`src/inc/isx_pkg.sv`:
```
/*
 * Constants shared by the slave-transmit extension: register offsets,
 * field positions, reset values and the engine state type.
 * Assumes a 32-bit classic Wishbone bus with byte addresses.
 */
package isx_pkg;

	// ****************************************
	// Register byte offsets
	// ****************************************
	localparam logic [7:0] OFS_OAR   = 8'h00;
	localparam logic [7:0] OFS_IER   = 8'h04;
	localparam logic [7:0] OFS_STR   = 8'h08;
	localparam logic [7:0] OFS_DXR   = 8'h20;
	localparam logic [7:0] OFS_MDR   = 8'h24;
	localparam logic [7:0] OFS_EMDR  = 8'h2c;
	localparam logic [7:0] OFS_PFUNC = 8'h48;
	localparam logic [7:0] OFS_PDIR  = 8'h4c;
	localparam logic [7:0] OFS_PDIN  = 8'h50;
	localparam logic [7:0] OFS_PDOUT = 8'h54;
	localparam logic [7:0] OFS_PDSET = 8'h58;
	localparam logic [7:0] OFS_PDCLR = 8'h5c;

	// ****************************************
	// Field positions
	// ****************************************
	localparam int BIT_XRDY = 4;   // Transmit ready (status and enable)
	localparam int BIT_SCD  = 5;   // Stop seen (status and enable)
	localparam int BIT_AASI = 6;   // Addressed-as-slave enable
	localparam int BIT_AAS  = 9;   // Addressed-as-slave status
	localparam int BIT_SLAVE_TX_DIRECTION_FLAG = 14;  // Slave transmit direction
	localparam int BIT_IRS  = 5;   // Module reset release
	localparam int BIT_DLB  = 6;   // Digital loopback
	localparam int PIN_SCL  = 0;   // Pin register lane of the clock pin
	localparam int PIN_SDA  = 1;   // Pin register lane of the data pin
	localparam logic [6:0] IER_WMASK = 7'h70;

	// ****************************************
	// Reset values and counts
	// ****************************************
	localparam logic       RST_TSEL = 1'b1;
	localparam logic       RST_GPM  = 1'b0;
	localparam logic       RST_XRDY = 1'b1;
	localparam logic [6:0] RST_OAR  = 7'h00;
	localparam logic [2:0] CNT_LAST = 3'h7;

	// Engine states
	typedef enum logic [2:0] {
		ST_IDLE, ST_ADDR, ST_AACK, ST_AHOLD, ST_TXB, ST_TXA
	} isx_state_t;

endpackage : isx_pkg

```
`src/inc/isx_line_if.sv`:
```
/*
 * Synchronised serial-bus line events passed from the line monitor
 * to the engine and the register block. Assumes one clock domain.
 */
`timescale 1ns/1ns
interface isx_line_if;
	logic scl_lvl;   // Synchronised clock pin level
	logic sda_lvl;   // Synchronised data pin level
	logic scl_rise;  // Clock pin rose
	logic scl_fall;  // Clock pin fell
	logic start;     // Start or repeated start seen
	logic stop;      // Stop seen
	modport mon (output scl_lvl, sda_lvl, scl_rise, scl_fall, start, stop);
	modport eng (input scl_lvl, sda_lvl, scl_rise, scl_fall, start, stop);
endinterface : isx_line_if

```
`src/core/isx_line_mon.sv`:
```
/*
 * Line monitor: two-flop synchronisers on both bus pins, then edge,
 * start and stop detection. Assumes pins are asynchronous to clk_i.
 */
`timescale 1ns/1ns
module isx_line_mon
	import isx_pkg::*;
(
	// Clock and reset
	input  wire logic clk_i,
	input  wire logic rst_i,
	// Raw pins
	input  wire logic scl_i,
	input  wire logic sda_i,
	// Line events
	isx_line_if.mon   ln
);

	logic [2:0] scl_q;       // Sync pair plus history stage
	logic [2:0] sda_q;
	logic [2:0] next_scl_q;
	logic [2:0] next_sda_q;

	// Shift the pins in; stage 0 is only read by stage 1
	always_comb
	begin
		next_scl_q = {scl_q[1:0], scl_i};
		next_sda_q = {sda_q[1:0], sda_i};
	end

	// Idle bus reads high
	always_ff @(posedge clk_i)
	begin
		if (rst_i)
		begin
			scl_q <= 3'h7;
			sda_q <= 3'h7;
		end
		else
		begin
			scl_q <= next_scl_q;
			sda_q <= next_sda_q;
		end
	end

	// Data moving while clock stays high marks start or stop
	assign ln.scl_lvl  = scl_q[1];
	assign ln.sda_lvl  = sda_q[1];
	assign ln.scl_rise = scl_q[1] & ~scl_q[2];
	assign ln.scl_fall = ~scl_q[1] & scl_q[2];
	assign ln.start    = scl_q[1] & scl_q[2] & sda_q[2] & ~sda_q[1];
	assign ln.stop     = scl_q[1] & scl_q[2] & ~sda_q[2] & sda_q[1];

endmodule : isx_line_mon

```
`src/core/isx_slave_tx.sv`:
```
/*
 * Slave engine: address match, address acknowledge and byte transmit
 * with transmit-ready event timing. Assumes synchronous reset that is
 * also raised while the module is held in reset or in pin mode.
 */
`timescale 1ns/1ns
module isx_slave_tx
	import isx_pkg::*;
(
	input  wire logic       clk_i,
	input  wire logic       rst_i,
	isx_line_if.eng         ln,
	input  wire logic [6:0] own_addr_i,  // Own slave address
	input  wire logic [7:0] tx_data_i,   // Transmit buffer word
	input  wire logic       tsel_i,      // Ready timing select
	output logic            sda_low_o,   // Pull data pin low
	output logic            evt_tx_o,    // Transmit-ready pulse
	output logic            evt_adr_o,   // Address matched pulse
	output logic            rw_o         // Read bit of last match
);

	isx_state_t st, next_st;
	logic [7:0] sh, next_sh;       // Transmit shift register
	logic [2:0] cnt, next_cnt;     // Bit counter
	logic       ack_ok, next_ack_ok;
	logic       next_sda_low, next_evt_tx, next_evt_adr, next_rw;

	// Next-state logic; stop and start override every state
	always_comb
	begin
		next_st = st; next_sh = sh; next_cnt = cnt; next_ack_ok = ack_ok;
		next_sda_low = sda_low_o; next_rw = rw_o;
		next_evt_tx = 1'b0; next_evt_adr = 1'b0;
		if (ln.stop) begin next_st = ST_IDLE; next_sda_low = 1'b0; end
		else if (ln.start)
		begin
			next_st = ST_ADDR; next_cnt = 3'h0; next_sda_low = 1'b0;
		end
		else
			case (st)
			ST_IDLE: ;
			ST_ADDR: if (ln.scl_rise)
			begin
				next_sh = {sh[6:0], ln.sda_lvl};
				next_cnt = cnt + 3'h1;
				if (cnt == CNT_LAST)
				begin
					if (sh[6:0] == own_addr_i)
					begin
						next_st = ST_AACK; next_rw = ln.sda_lvl;
						next_evt_adr = 1'b1;
						next_evt_tx = ln.sda_lvl;
					end
					else next_st = ST_IDLE;
				end
			end
			ST_AACK: if (ln.scl_fall) begin next_sda_low = 1'b1; next_st = ST_AHOLD; end
			ST_AHOLD: if (ln.scl_fall)
			begin
				next_sda_low = rw_o & ~tx_data_i[7]; next_sh = tx_data_i; next_cnt = 3'h0;
				next_st = rw_o ? ST_TXB : ST_IDLE;
			end
			ST_TXB: if (ln.scl_fall)
			begin
				next_cnt = cnt + 3'h1;
				next_sh = {sh[6:0], 1'b0};
				next_sda_low = (cnt == CNT_LAST) ? 1'b0 : ~sh[6];
				if (cnt == CNT_LAST) next_st = ST_TXA;
			end
			ST_TXA:
			begin
				// Timing select acts only in the slave transmit states
				if (ln.scl_rise)
				begin
					next_ack_ok = ~ln.sda_lvl;
					next_evt_tx = ~ln.sda_lvl & ~tsel_i;
				end
				if (ln.scl_fall && ack_ok)
				begin
					next_sh = tx_data_i; next_cnt = 3'h0;
					next_sda_low = ~tx_data_i[7]; next_st = ST_TXB;
					next_evt_tx = tsel_i;
				end
				else if (ln.scl_fall) next_st = ST_IDLE;
			end
			default: next_st = ST_IDLE;
			endcase
	end

	always_ff @(posedge clk_i)
	begin
		if (rst_i)
		begin
			st <= ST_IDLE; sh <= 8'h00; cnt <= 3'h0; ack_ok <= 1'b0;
			sda_low_o <= 1'b0; evt_tx_o <= 1'b0; evt_adr_o <= 1'b0; rw_o <= 1'b0;
		end
		else
		begin
			st <= next_st; sh <= next_sh; cnt <= next_cnt; ack_ok <= next_ack_ok;
			sda_low_o <= next_sda_low; evt_tx_o <= next_evt_tx;
			evt_adr_o <= next_evt_adr; rw_o <= next_rw;
		end
	end
endmodule : isx_slave_tx

```
`src/core/isx_top.sv`:
```
/*
 * Slave transmit extension top: Wishbone register slave, status and
 * interrupt logic, pin-function switch and the line monitor and
 * engine instances. Assumes classic Wishbone on clk_i and open-drain
 * pins with external pull-ups.
 */
// The implementer's own choices: the Wishbone register port and the register addresses.
// Function
// - Read to own address enters slave transmit
// - First ready event on address match with read
// - Timing one: later events at buffer copy
// - Keep copying while master keeps acknowledging
// - Timing zero: later events at master acknowledge
// - Timing select matters only in slave transmit
// - Interrupt gated by enable, DMA event not
// - Both pins usable as general-purpose I/O
// - Addressed-as-slave and stop interrupts, each maskable
// - Direction and stop-seen flags in status
// - Direction flag set in transmit, clears variously
// - Stop flag sets on any bus stop outside pin mode
// - Timing select at bit zero, resets one
// - Pin mode one: pins are general I/O
`timescale 1ns/1ns
module isx_top
	import isx_pkg::*;
(
	// Clock and reset
	input  wire logic        clk_i,
	input  wire logic        rst_i,
	// Wishbone slave
	input  wire logic        wb_cyc_i,
	input  wire logic        wb_stb_i,
	input  wire logic        wb_we_i,
	input  wire logic [7:0]  wb_adr_i,
	input  wire logic [3:0]  wb_sel_i,
	input  wire logic [31:0] wb_dat_i,
	output logic [31:0]      wb_dat_o,
	output logic             wb_ack_o,
	// Serial clock pin
	input  wire logic        scl_i,
	output logic             scl_o,
	output logic             scl_oe_o,
	// Serial data pin
	input  wire logic        sda_i,
	output logic             sda_o,
	output logic             sda_oe_o,
	// Events
	output logic             irq_o,
	output logic             tx_dma_evt_o
);

	// ****************************************
	// Declarations
	// ****************************************
	isx_line_if ln ();                     // Line events

	logic        sda_low;                  // Engine pulls data low
	logic        evt_tx;                   // Transmit-ready pulse
	logic        evt_adr;                  // Address matched pulse
	logic        rw_dir;                   // Read bit of last match
	logic        eng_rst;                  // Engine held in reset

	logic        req;                      // Bus cycle active
	logic        wr;                       // Write commits this edge
	logic [31:0] wd;                       // Write data after byte lanes
	logic [31:0] w1c;                      // Status clear mask
	logic [31:0] str_word;                 // Status read image
	logic [31:0] rdata;                    // Read mux
	logic        irq_pend;                 // Any enabled flag set

	logic [6:0]  own_slave_addr_reg, next_oar;
	logic [6:0]  irq_enable_reg, next_ier;
	logic [7:0]  tx_buffer_reg, next_dxr;
	logic        module_reset_release, next_irs;
	logic        loopback, next_dlb;
	logic        tx_ready_timing_sel, next_tsel;
	logic        pin_gpio_enable, next_gpm;
	logic [1:0]  pin_direction_reg, next_pdir;
	logic [1:0]  pin_output_reg, next_pdout;
	logic        str_xrdy, next_xrdy;      // Transmit ready flag
	logic        str_scd, next_scd;        // Stop seen flag
	logic        str_aas, next_aas;        // Addressed-as-slave flag
	logic        slave_tx_direction_flag, next_slave_tx_direction_flag;

	logic [31:0] next_dat;
	logic        next_ack;
	logic        next_irq, next_dma;
	logic        next_scl_o, next_scl_oe, next_sda_o, next_sda_oe;

	// ****************************************
	// Submodules
	// ****************************************
	isx_line_mon u_mon (
		.clk_i (clk_i),
		.rst_i (rst_i),
		.scl_i (scl_i),
		.sda_i (sda_i),
		.ln    (ln)
	);

	// Engine idles while held in reset, in pin mode or in loopback
	assign eng_rst = rst_i | ~module_reset_release | pin_gpio_enable | loopback;

	isx_slave_tx u_eng (
		.clk_i      (clk_i),
		.rst_i      (eng_rst),
		.ln         (ln),
		.own_addr_i (own_slave_addr_reg),
		.tx_data_i  (tx_buffer_reg),
		.tsel_i     (tx_ready_timing_sel),
		.sda_low_o  (sda_low),
		.evt_tx_o   (evt_tx),
		.evt_adr_o  (evt_adr),
		.rw_o       (rw_dir)
	);

	// ****************************************
	// Bus decode
	// ****************************************
	// Writes commit at the edge where the master sees ack
	assign req = wb_cyc_i & wb_stb_i;
	assign wr  = req & wb_we_i & wb_ack_o;
	assign wd  = wb_dat_i & {{8{wb_sel_i[3]}}, {8{wb_sel_i[2]}},
		{8{wb_sel_i[1]}}, {8{wb_sel_i[0]}}};
	assign w1c = (wr && wb_adr_i == OFS_STR) ? wd : 32'h0;

	// Status image; unlisted bits read zero
	always_comb
	begin
		str_word = 32'h0;
		str_word[BIT_XRDY] = str_xrdy;
		str_word[BIT_SCD]  = str_scd;
		str_word[BIT_AAS]  = str_aas;
		str_word[BIT_SLAVE_TX_DIRECTION_FLAG] = slave_tx_direction_flag;
	end

	// Read mux
	always_comb
	begin
		rdata = 32'h0;
		case (wb_adr_i)
		OFS_OAR:   rdata = {25'h0, own_slave_addr_reg};
		OFS_IER:   rdata = {25'h0, irq_enable_reg};
		OFS_STR:   rdata = str_word;
		OFS_DXR:   rdata = {24'h0, tx_buffer_reg};
		OFS_MDR:   rdata = {25'h0, loopback, module_reset_release, 5'h00};
		OFS_EMDR:  rdata = {31'h0, tx_ready_timing_sel};
		OFS_PFUNC: rdata = {31'h0, pin_gpio_enable};
		OFS_PDIR:  rdata = {30'h0, pin_direction_reg};
		OFS_PDIN:  rdata = {30'h0, ln.sda_lvl, ln.scl_lvl};
		OFS_PDOUT: rdata = {30'h0, pin_output_reg};
		OFS_PDSET: rdata = {30'h0, pin_output_reg};
		OFS_PDCLR: rdata = {30'h0, pin_output_reg};
		default:   rdata = 32'h0;
		endcase
	end

	// ****************************************
	// Bus answer
	// ****************************************
	// One wait cycle, ack for one cycle, unmapped reads zero
	always_comb
	begin
		next_ack = req & ~wb_ack_o;
		next_dat = next_ack ? rdata : wb_dat_o;
	end

	always_ff @(posedge clk_i)
	begin
		if (rst_i)
		begin
			wb_ack_o <= 1'b0;
			wb_dat_o <= 32'h0;
		end
		else
		begin
			wb_ack_o <= next_ack;
			wb_dat_o <= next_dat;
		end
	end

	// ****************************************
	// Control and status registers
	// ****************************************
	always_comb
	begin
		next_oar   = own_slave_addr_reg;
		next_ier   = irq_enable_reg;
		next_dxr   = tx_buffer_reg;
		next_irs   = module_reset_release;
		next_dlb   = loopback;
		next_tsel  = tx_ready_timing_sel;
		next_gpm   = pin_gpio_enable;
		next_pdir  = pin_direction_reg;
		next_pdout = pin_output_reg;
		if (wr)
		begin
			case (wb_adr_i)
			OFS_OAR:   next_oar = wd[6:0];
			OFS_IER:   next_ier = wd[6:0] & IER_WMASK;
			OFS_DXR:   next_dxr = wd[7:0];
			OFS_MDR:
			begin
				next_irs = wd[BIT_IRS];
				next_dlb = wd[BIT_DLB];
			end
			OFS_EMDR:  next_tsel = wd[0];
			OFS_PFUNC: next_gpm = wd[0];
			OFS_PDIR:  next_pdir = wd[1:0];
			OFS_PDOUT: next_pdout = wd[1:0];
			OFS_PDSET: next_pdout = pin_output_reg | wd[1:0];
			OFS_PDCLR: next_pdout = pin_output_reg & ~wd[1:0];
			default:   next_oar = own_slave_addr_reg;
			endcase
		end
		// Sticky flags: a set in the clearing cycle wins
		next_xrdy = (str_xrdy & ~(w1c[BIT_XRDY] | (wr && wb_adr_i == OFS_DXR)))
			| evt_tx;
		next_scd  = (str_scd & ~w1c[BIT_SCD]) | (ln.stop & ~pin_gpio_enable);
		next_aas  = (str_aas & ~w1c[BIT_AAS]) | evt_adr;
		// Loopback forces the direction flag low
		next_slave_tx_direction_flag = ((slave_tx_direction_flag
			& ~(w1c[BIT_SLAVE_TX_DIRECTION_FLAG] | ln.start | ln.stop)) | (evt_adr & rw_dir))
			& ~loopback;
	end

	always_ff @(posedge clk_i)
	begin
		if (rst_i)
		begin
			own_slave_addr_reg      <= RST_OAR;
			irq_enable_reg          <= 7'h00;
			tx_buffer_reg           <= 8'h00;
			module_reset_release    <= 1'b0;
			loopback                <= 1'b0;
			tx_ready_timing_sel     <= RST_TSEL;
			pin_gpio_enable         <= RST_GPM;
			pin_direction_reg       <= 2'h0;
			pin_output_reg          <= 2'h0;
			str_xrdy                <= RST_XRDY;
			str_scd                 <= 1'b0;
			str_aas                 <= 1'b0;
			slave_tx_direction_flag <= 1'b0;
		end
		else
		begin
			own_slave_addr_reg      <= next_oar;
			irq_enable_reg          <= next_ier;
			tx_buffer_reg           <= next_dxr;
			module_reset_release    <= next_irs;
			loopback                <= next_dlb;
			tx_ready_timing_sel     <= next_tsel;
			pin_gpio_enable         <= next_gpm;
			pin_direction_reg       <= next_pdir;
			pin_output_reg          <= next_pdout;
			str_xrdy                <= next_xrdy;
			str_scd                 <= next_scd;
			str_aas                 <= next_aas;
			slave_tx_direction_flag <= next_slave_tx_direction_flag;
		end
	end

	// ****************************************
	// Interrupt, DMA event and pins
	// ****************************************
	// Each source reaches the line only when enabled
	assign irq_pend = (str_xrdy & irq_enable_reg[BIT_XRDY])
		| (str_scd & irq_enable_reg[BIT_SCD])
		| (str_aas & irq_enable_reg[BIT_AASI]);

	always_comb
	begin
		next_irq = irq_pend;
		next_dma = evt_tx;
		if (pin_gpio_enable)
		begin
			// Pin mode: direction and output registers own the pins
			next_scl_oe = pin_direction_reg[PIN_SCL];
			next_scl_o  = pin_output_reg[PIN_SCL];
			next_sda_oe = pin_direction_reg[PIN_SDA];
			next_sda_o  = pin_output_reg[PIN_SDA];
		end
		else
		begin
			// Bus mode: only the data pin is pulled low
			next_scl_oe = 1'b0;
			next_scl_o  = 1'b0;
			next_sda_oe = sda_low;
			next_sda_o  = 1'b0;
		end
	end

	always_ff @(posedge clk_i)
	begin
		if (rst_i)
		begin
			irq_o        <= 1'b0;
			tx_dma_evt_o <= 1'b0;
			scl_o        <= 1'b0;
			scl_oe_o     <= 1'b0;
			sda_o        <= 1'b0;
			sda_oe_o     <= 1'b0;
		end
		else
		begin
			irq_o        <= next_irq;
			tx_dma_evt_o <= next_dma;
			scl_o        <= next_scl_o;
			scl_oe_o     <= next_scl_oe;
			sda_o        <= next_sda_o;
			sda_oe_o     <= next_sda_oe;
		end
	end
endmodule : isx_top

```
`config.mk`:
```
export PLATFORM = sky130hd
export DESIGN_NAME = isx_top
export DESIGN_NICKNAME = d
export VERILOG_FILES = /design/src/inc/isx_pkg.sv /design/src/inc/isx_line_if.sv /design/src/core/isx_line_mon.sv /design/src/core/isx_slave_tx.sv /design/src/core/isx_top.sv
export SDC_FILE = /design/constraint.sdc
export NUM_CORES = 1
export LEC_CHECK = 0
export ABC_AREA = 1
export BUFFER_PORTS_ARGS = -buffer_cell sky130_fd_sc_hd__buf_2
export CORE_UTILIZATION = 46
export DETAILED_ROUTE_END_ITERATION = 10
export GPL_TIMING_DRIVEN = 0
export PLACE_DENSITY_LB_ADDON = 0.05
export SLEW_MARGIN = 10
export SYNTH_ARGS = -nofsm -noshare
export SYNTH_HDL_FRONTEND = slang
export SYNTH_SLANG_ARGS = --single-unit
```
`constraint.sdc`:
```
create_clock -name clk_i -period 3.7 [get_ports clk_i]
set_input_delay 0.925 -clock clk_i [delete_from_list [all_inputs] [get_ports clk_i]]
set_output_delay 0.925 -clock clk_i [all_outputs]
set_load 0.01 [all_outputs]
```
* Word level (Yosys, flattened, before mapping)
Index checks and enable logic that the tools add are counted.
** Cells by class
- Equal/unequal tests :: 35
- Add/sub/neg operators :: 1
- Bitwise logic cells :: 60
- Reductions and logical operators :: 29
- Mux-type cells :: 39
** Operators by type and width (number)
- 15-bit one-hot mux with 10 select lines :: 1
- 8-bit by 7-bit equality test with 1-bit output, second input constant :: 6
- 3-bit two-way mux :: 13
- 7-bit two-way mux :: 4
- 7-bit one-hot mux with 4 select lines :: 1
- 8-bit by 6-bit equality test with 1-bit output, second input constant :: 3
- 1-bit AND :: 23
- 1-bit NOT :: 21
- 3-bit by 2-bit inequality test with 1-bit output, second input constant :: 6
- 3-bit one-hot mux with 6 select lines :: 1
- 2-bit AND reduction :: 8
- 8-bit AND reduction :: 2
- 15-bit AND :: 1
- 15-bit two-way mux :: 1
- 1-bit two-way mux :: 13
- 2-bit by 1-bit inequality test with 1-bit output, second input constant :: 6
- 1-bit OR :: 12
- 3-bit one-hot mux with 4 select lines :: 1
- 6-bit AND reduction :: 2
- 3-bit equality test, second input constant :: 3
- 8-bit by 3-bit equality test with 1-bit output, second input constant :: 1
- 8-bit by 4-bit equality test with 1-bit output, second input constant :: 1
- 8-bit logical NOT :: 1
- 4-bit nonzero test :: 2
- other kinds (25) :: 31
** Word-level totals
- Output and inout bits :: 39
- Word-level logic and storage cells :: 196
- Register bits after elaboration :: 93
- Input port bits :: 51

* Depth between registers and ports, before layout
- Word-level depth :: 11
- Depth in mapped cells :: 11
- Depth with buffers taken out :: 10

* Hierarchy
Synthesis repeated with hierarchy kept, for this count alone.
** Unflattened totals
- Cells, all modules :: 539
- Area total of the unflattened synthesis :: 3778.6 um^2
** By module, submodules not included
- isx_top :: times used 1, sequential area each 940.9 um^2, cells an instance 323, area each 2336.0 um^2
- isx_slave_tx :: times used 1, sequential area each 360.3 um^2, cells an instance 192, area each 1244.9 um^2
- isx_line_mon :: times used 1, sequential area each 120.1 um^2, cells an instance 24, area each 197.7 um^2

* Worst setup path after synthesis
No wires, ideal clock.
- Path kind :: input -> register
- Start :: in wb_adr_i[1]
- End :: reg tx_buffer_reg[4]
- Stages on the path :: 8
- Data required time :: 3630 ps
- Arrival :: 1874 ps
- Path slack :: 1756 ps
- Path buffers :: 1
- Setup time :: 70 ps
- Cells stage by stage :: nor2_1 > nand2_1 > nor2_4 > nand2_1 > clkinv_2 > buf_6 > o21ai_0 > a21oi_1
** Between the ends
- Cells in the longest elaborated chain, start to end :: 2
** RTL lines
- start: declaration :: RTL line isx_top.sv:34 : input wire logic [7:0] wb_adr_i,
- 8-bit by 6-bit equality test with 1-bit output :: RTL line isx_top.sv:198 : case (wb_adr_i)
- 2-bit AND reduction (no source line)
- end signal: assignment :: RTL line isx_top.sv:249 : tx_buffer_reg <= next_dxr;
- end: declaration :: RTL line isx_top.sv:73 : logic [7:0] tx_buffer_reg, next_dxr;
No other way between the ends.
A chain may end at the register's enable or synchronous reset.

* Worst setup path after layout
- Start :: in rst_i
- End :: reg u_eng.sh[0]
** Between the ends
- Cells in the longest elaborated chain, start to end :: 3
** RTL lines
- start: declaration :: RTL line isx_top.sv:29 : input wire logic rst_i,
- 1-bit OR (3 in series) :: RTL line isx_top.sv:102 : assign eng_rst = rst_i | ~module_reset_release | pin_gpio_enable | loopback;
- end signal: assignment :: RTL line isx_slave_tx.sv:99 : st <= next_st; sh <= next_sh; cnt <= next_cnt; ack_ok <= next_ack_ok;
- end: declaration :: RTL line isx_slave_tx.sv:23 : logic [7:0] sh, next_sh;
No other way between the ends.

==> flow_summary.yaml <==
status:
  status: "completed"
place:
  finalWeightedCongestion: 0.913
  dpl.hpwl_um: 7410
  io_buffer_count: 42
worst_setup_path:
  reg2reg_to: "u_eng.sh[0]"
  crit_path_start: "rst_i"
  cp_slowest_cell: "nor3_1"
  cp_max_fo: 10
  end_kind: "flop"
  r2r_start: "u_mon.sda_q[1]"
  critPathBufInv: 3
  critPathKind: "input pin to flop"
  r2r_slack_ps: 1930
  reg2reg_depth: 8
  start_kind: "input pin"
  crit_arrival_ps: 2460
  crit_chain: "buf_2 -> inv_1 -> nand2_1 -> nor3_1 -> clkbuf_1 -> o21ai_1 -> nor2_1"
  cp_top_family: "simple AND/OR/NAND/NOR gates"
  cp.required_ps: 3980
  max_stage_delay_ps: 580
cells_and_area:
  ff_latch_area_um2: 1420
  drive_gt1_frac: 0.169
  areaGrowthSynthToFinish_pct: 16.5
  antenna_cells: 0
  nets: 681
  largest_reg_flops: 10
  multiInputGateArea_um2: 1870
  fill_cells: 797
  fin_util: 0.555
global_routing:
  grt-ovfl-total: 0
  antenna_found_initial: 0
  grtUsageTotal: 0.237
  grt_pass1_wl_um: 15500
  first_global_vias: 3267
  grt_max_degree: 14
sta:
  fin_skew_ps: 16.0
  setup_violations: 0
  hold_violations: 0
  fin_crit_ps: 2180
  period_share: 0.588
  worst_pin_slew_ps: 735
  slew_headroom: 0.506
  rsz0062_at_grt: "false"
  fmax_ghz: 0.460
  slew_viol_final: 0
  tns_ps: 0
drt:
  postRouteAntennaNets: 0
  wl_met1_um: 4340
  routed_wl_um: 9460
  top_layer: "met4"
  wl_per_cell_um: 12.9
  drtIter0Drc: 164
  drc: 0
  drtPass1Iterations: 5
  met3_wirelength_um: 464
  vias: 3615
  routed-wl-met2_um: 4360
  vias_per_cell: 4.92
hold_path:
  min_from: "u_mon.scl_q[0]"
  hold_class: "flop to flop"
  min_to: "u_mon.scl_q[1]"
  worstHoldPathCells: 1
synthesis:
  yosys_most_used_dff: "dfxtp_1"
  netlist_instances: 554
  avgSynthCellArea_um2: 6.68
  syn_area_um2: 3700
  yosysMostFrequentCell: "nand2_1"
  synth-edff-count: 0
  async_reset_ff_frac: 0
  synthTopCellsByCount: "nand2_1, dfxtp_1, inv_1"
  synthTopCellsByArea: "dfxtp_1, nand2_1, a21oi_1"
  synth-seq-cells: 71
  ys_warn_count: 0
  synth.distinct_cells: 32
  seq_area_frac_synth: 0.384
  synth_top_cell_by_area: "dfxtp_1"
  synth_top_area_share: 0.384
cts:
  hold_buffers: 0
  postCtsSetupRepairBufs: 0
  clk_latency_ps: 350
  cts_tree: "done"
  cts-root-buf: "clkbuf_8"
  clock-sinks: 71
  htree_levels: 3
  cts_resized: 0
  cts.clk_slew.worst_paths_ps: 80
  cts_buffer_depth: 2
  cts_made_buffers: 9
die:
  placementRows: 32
  dieArea_um2: 8400
  ioPinCount: 90
  fp.dieW_um: 91.7
  fp.dieH_um: 91.7
  start_util: 0.476
  core_um2: 7770
pwr:
  peakVddDrop_mv: 0.234
  power_density_nw_per_um2: 347
  p_leak_nw: 2.03
flow_run:
  maxCapViolations: 0
==> report_power, final <==
part | internal [mW] | total (mW) | switching (mW)
sequential | 0.767 | 0.770 | 0.00322
clock | 0.311 | 0.622 | 0.311
combinational | 0.0391 | 0.103 | 0.0637
total | 1.12 | 1.49 | 0.378
==> cell usage in the layout (no fill, tap or decap), types with 22 or more instances in the layout <==
cell type and n:
conb_1 22, nand3_1 39, nor2_1 55, inv_1 62, o21ai_0 45, buf_4 23, buf_2 42, a21oi_1 49
dfxtp_1 71, nand2_1 139
==> per-layer routing <==
metal / vias to the layer above / global-route usage
li1: 1886 / -
met1: 1583 / 0.290
met2: 124 / 0.405
met3: 22 / 0.0456
met4: 0 / 0.103
met5: - / 0
==> how the worst max path moves through the flow <==
stage	endpoint	slack, ps	cells after the start
2_1_floorplan	tx_buffer_reg[4]	1760	8
3_3_place_gp	u_eng.evt_adr_o	1190	6
3_5_place_dp	u_eng.sh[0]	1190	7
4_1_cts	u_eng.sh[0]	1550	7
5_1_grt	u_eng.sh[5]	1410	7
6_report	u_eng.sh[0]	1520	7
==> kinds of logic after synthesis <==
| family | share of synthesized area |
|---|---|
| compound gates | 0.149 |
| xor+xnor | 0.00947 |
| fa+ha+maj | 0.00676 |
| buf+inv | 0.130 |
| flops | 0.384 |
| other cells | 0.00101 |
| simple gates | 0.319 |
==> layout make-up <==
type | instances | share of cell area
sequential | 71 | 0.330
buffer | 34 | 0.0531
clock inverter | 7 | 0.0165
multi-input combinational | 403 | 0.435
timing repair buffer | 42 | 0.0488
tap | 102 | 0.0296
inverter | 67 | 0.0586
clock buffer | 9 | 0.0287
==> through the flow <==
| step | instances | hold WS [ps] | cell area, um^2 | power, mW | setup WS, ps |
|---|---|---|---|---|---|
| after global routing | 735 | 434 | 4310 | 1.55 | 1410 |
| after detailed placement | 719 | 398 | 4120 | 0.890 | 1190 |
| after global placement | 719 | 391 | 4120 | 0.888 | 1190 |
| after CTS | 735 | 411 | 4310 | 1.50 | 1550 |
| after floorplan | 575 | 389 | 3780 | 0.857 | 1760 |
| final | 735 | 413 | 4310 | 1.49 | 1520 |
No activity file was read; power rests on OpenSTA's default activity.
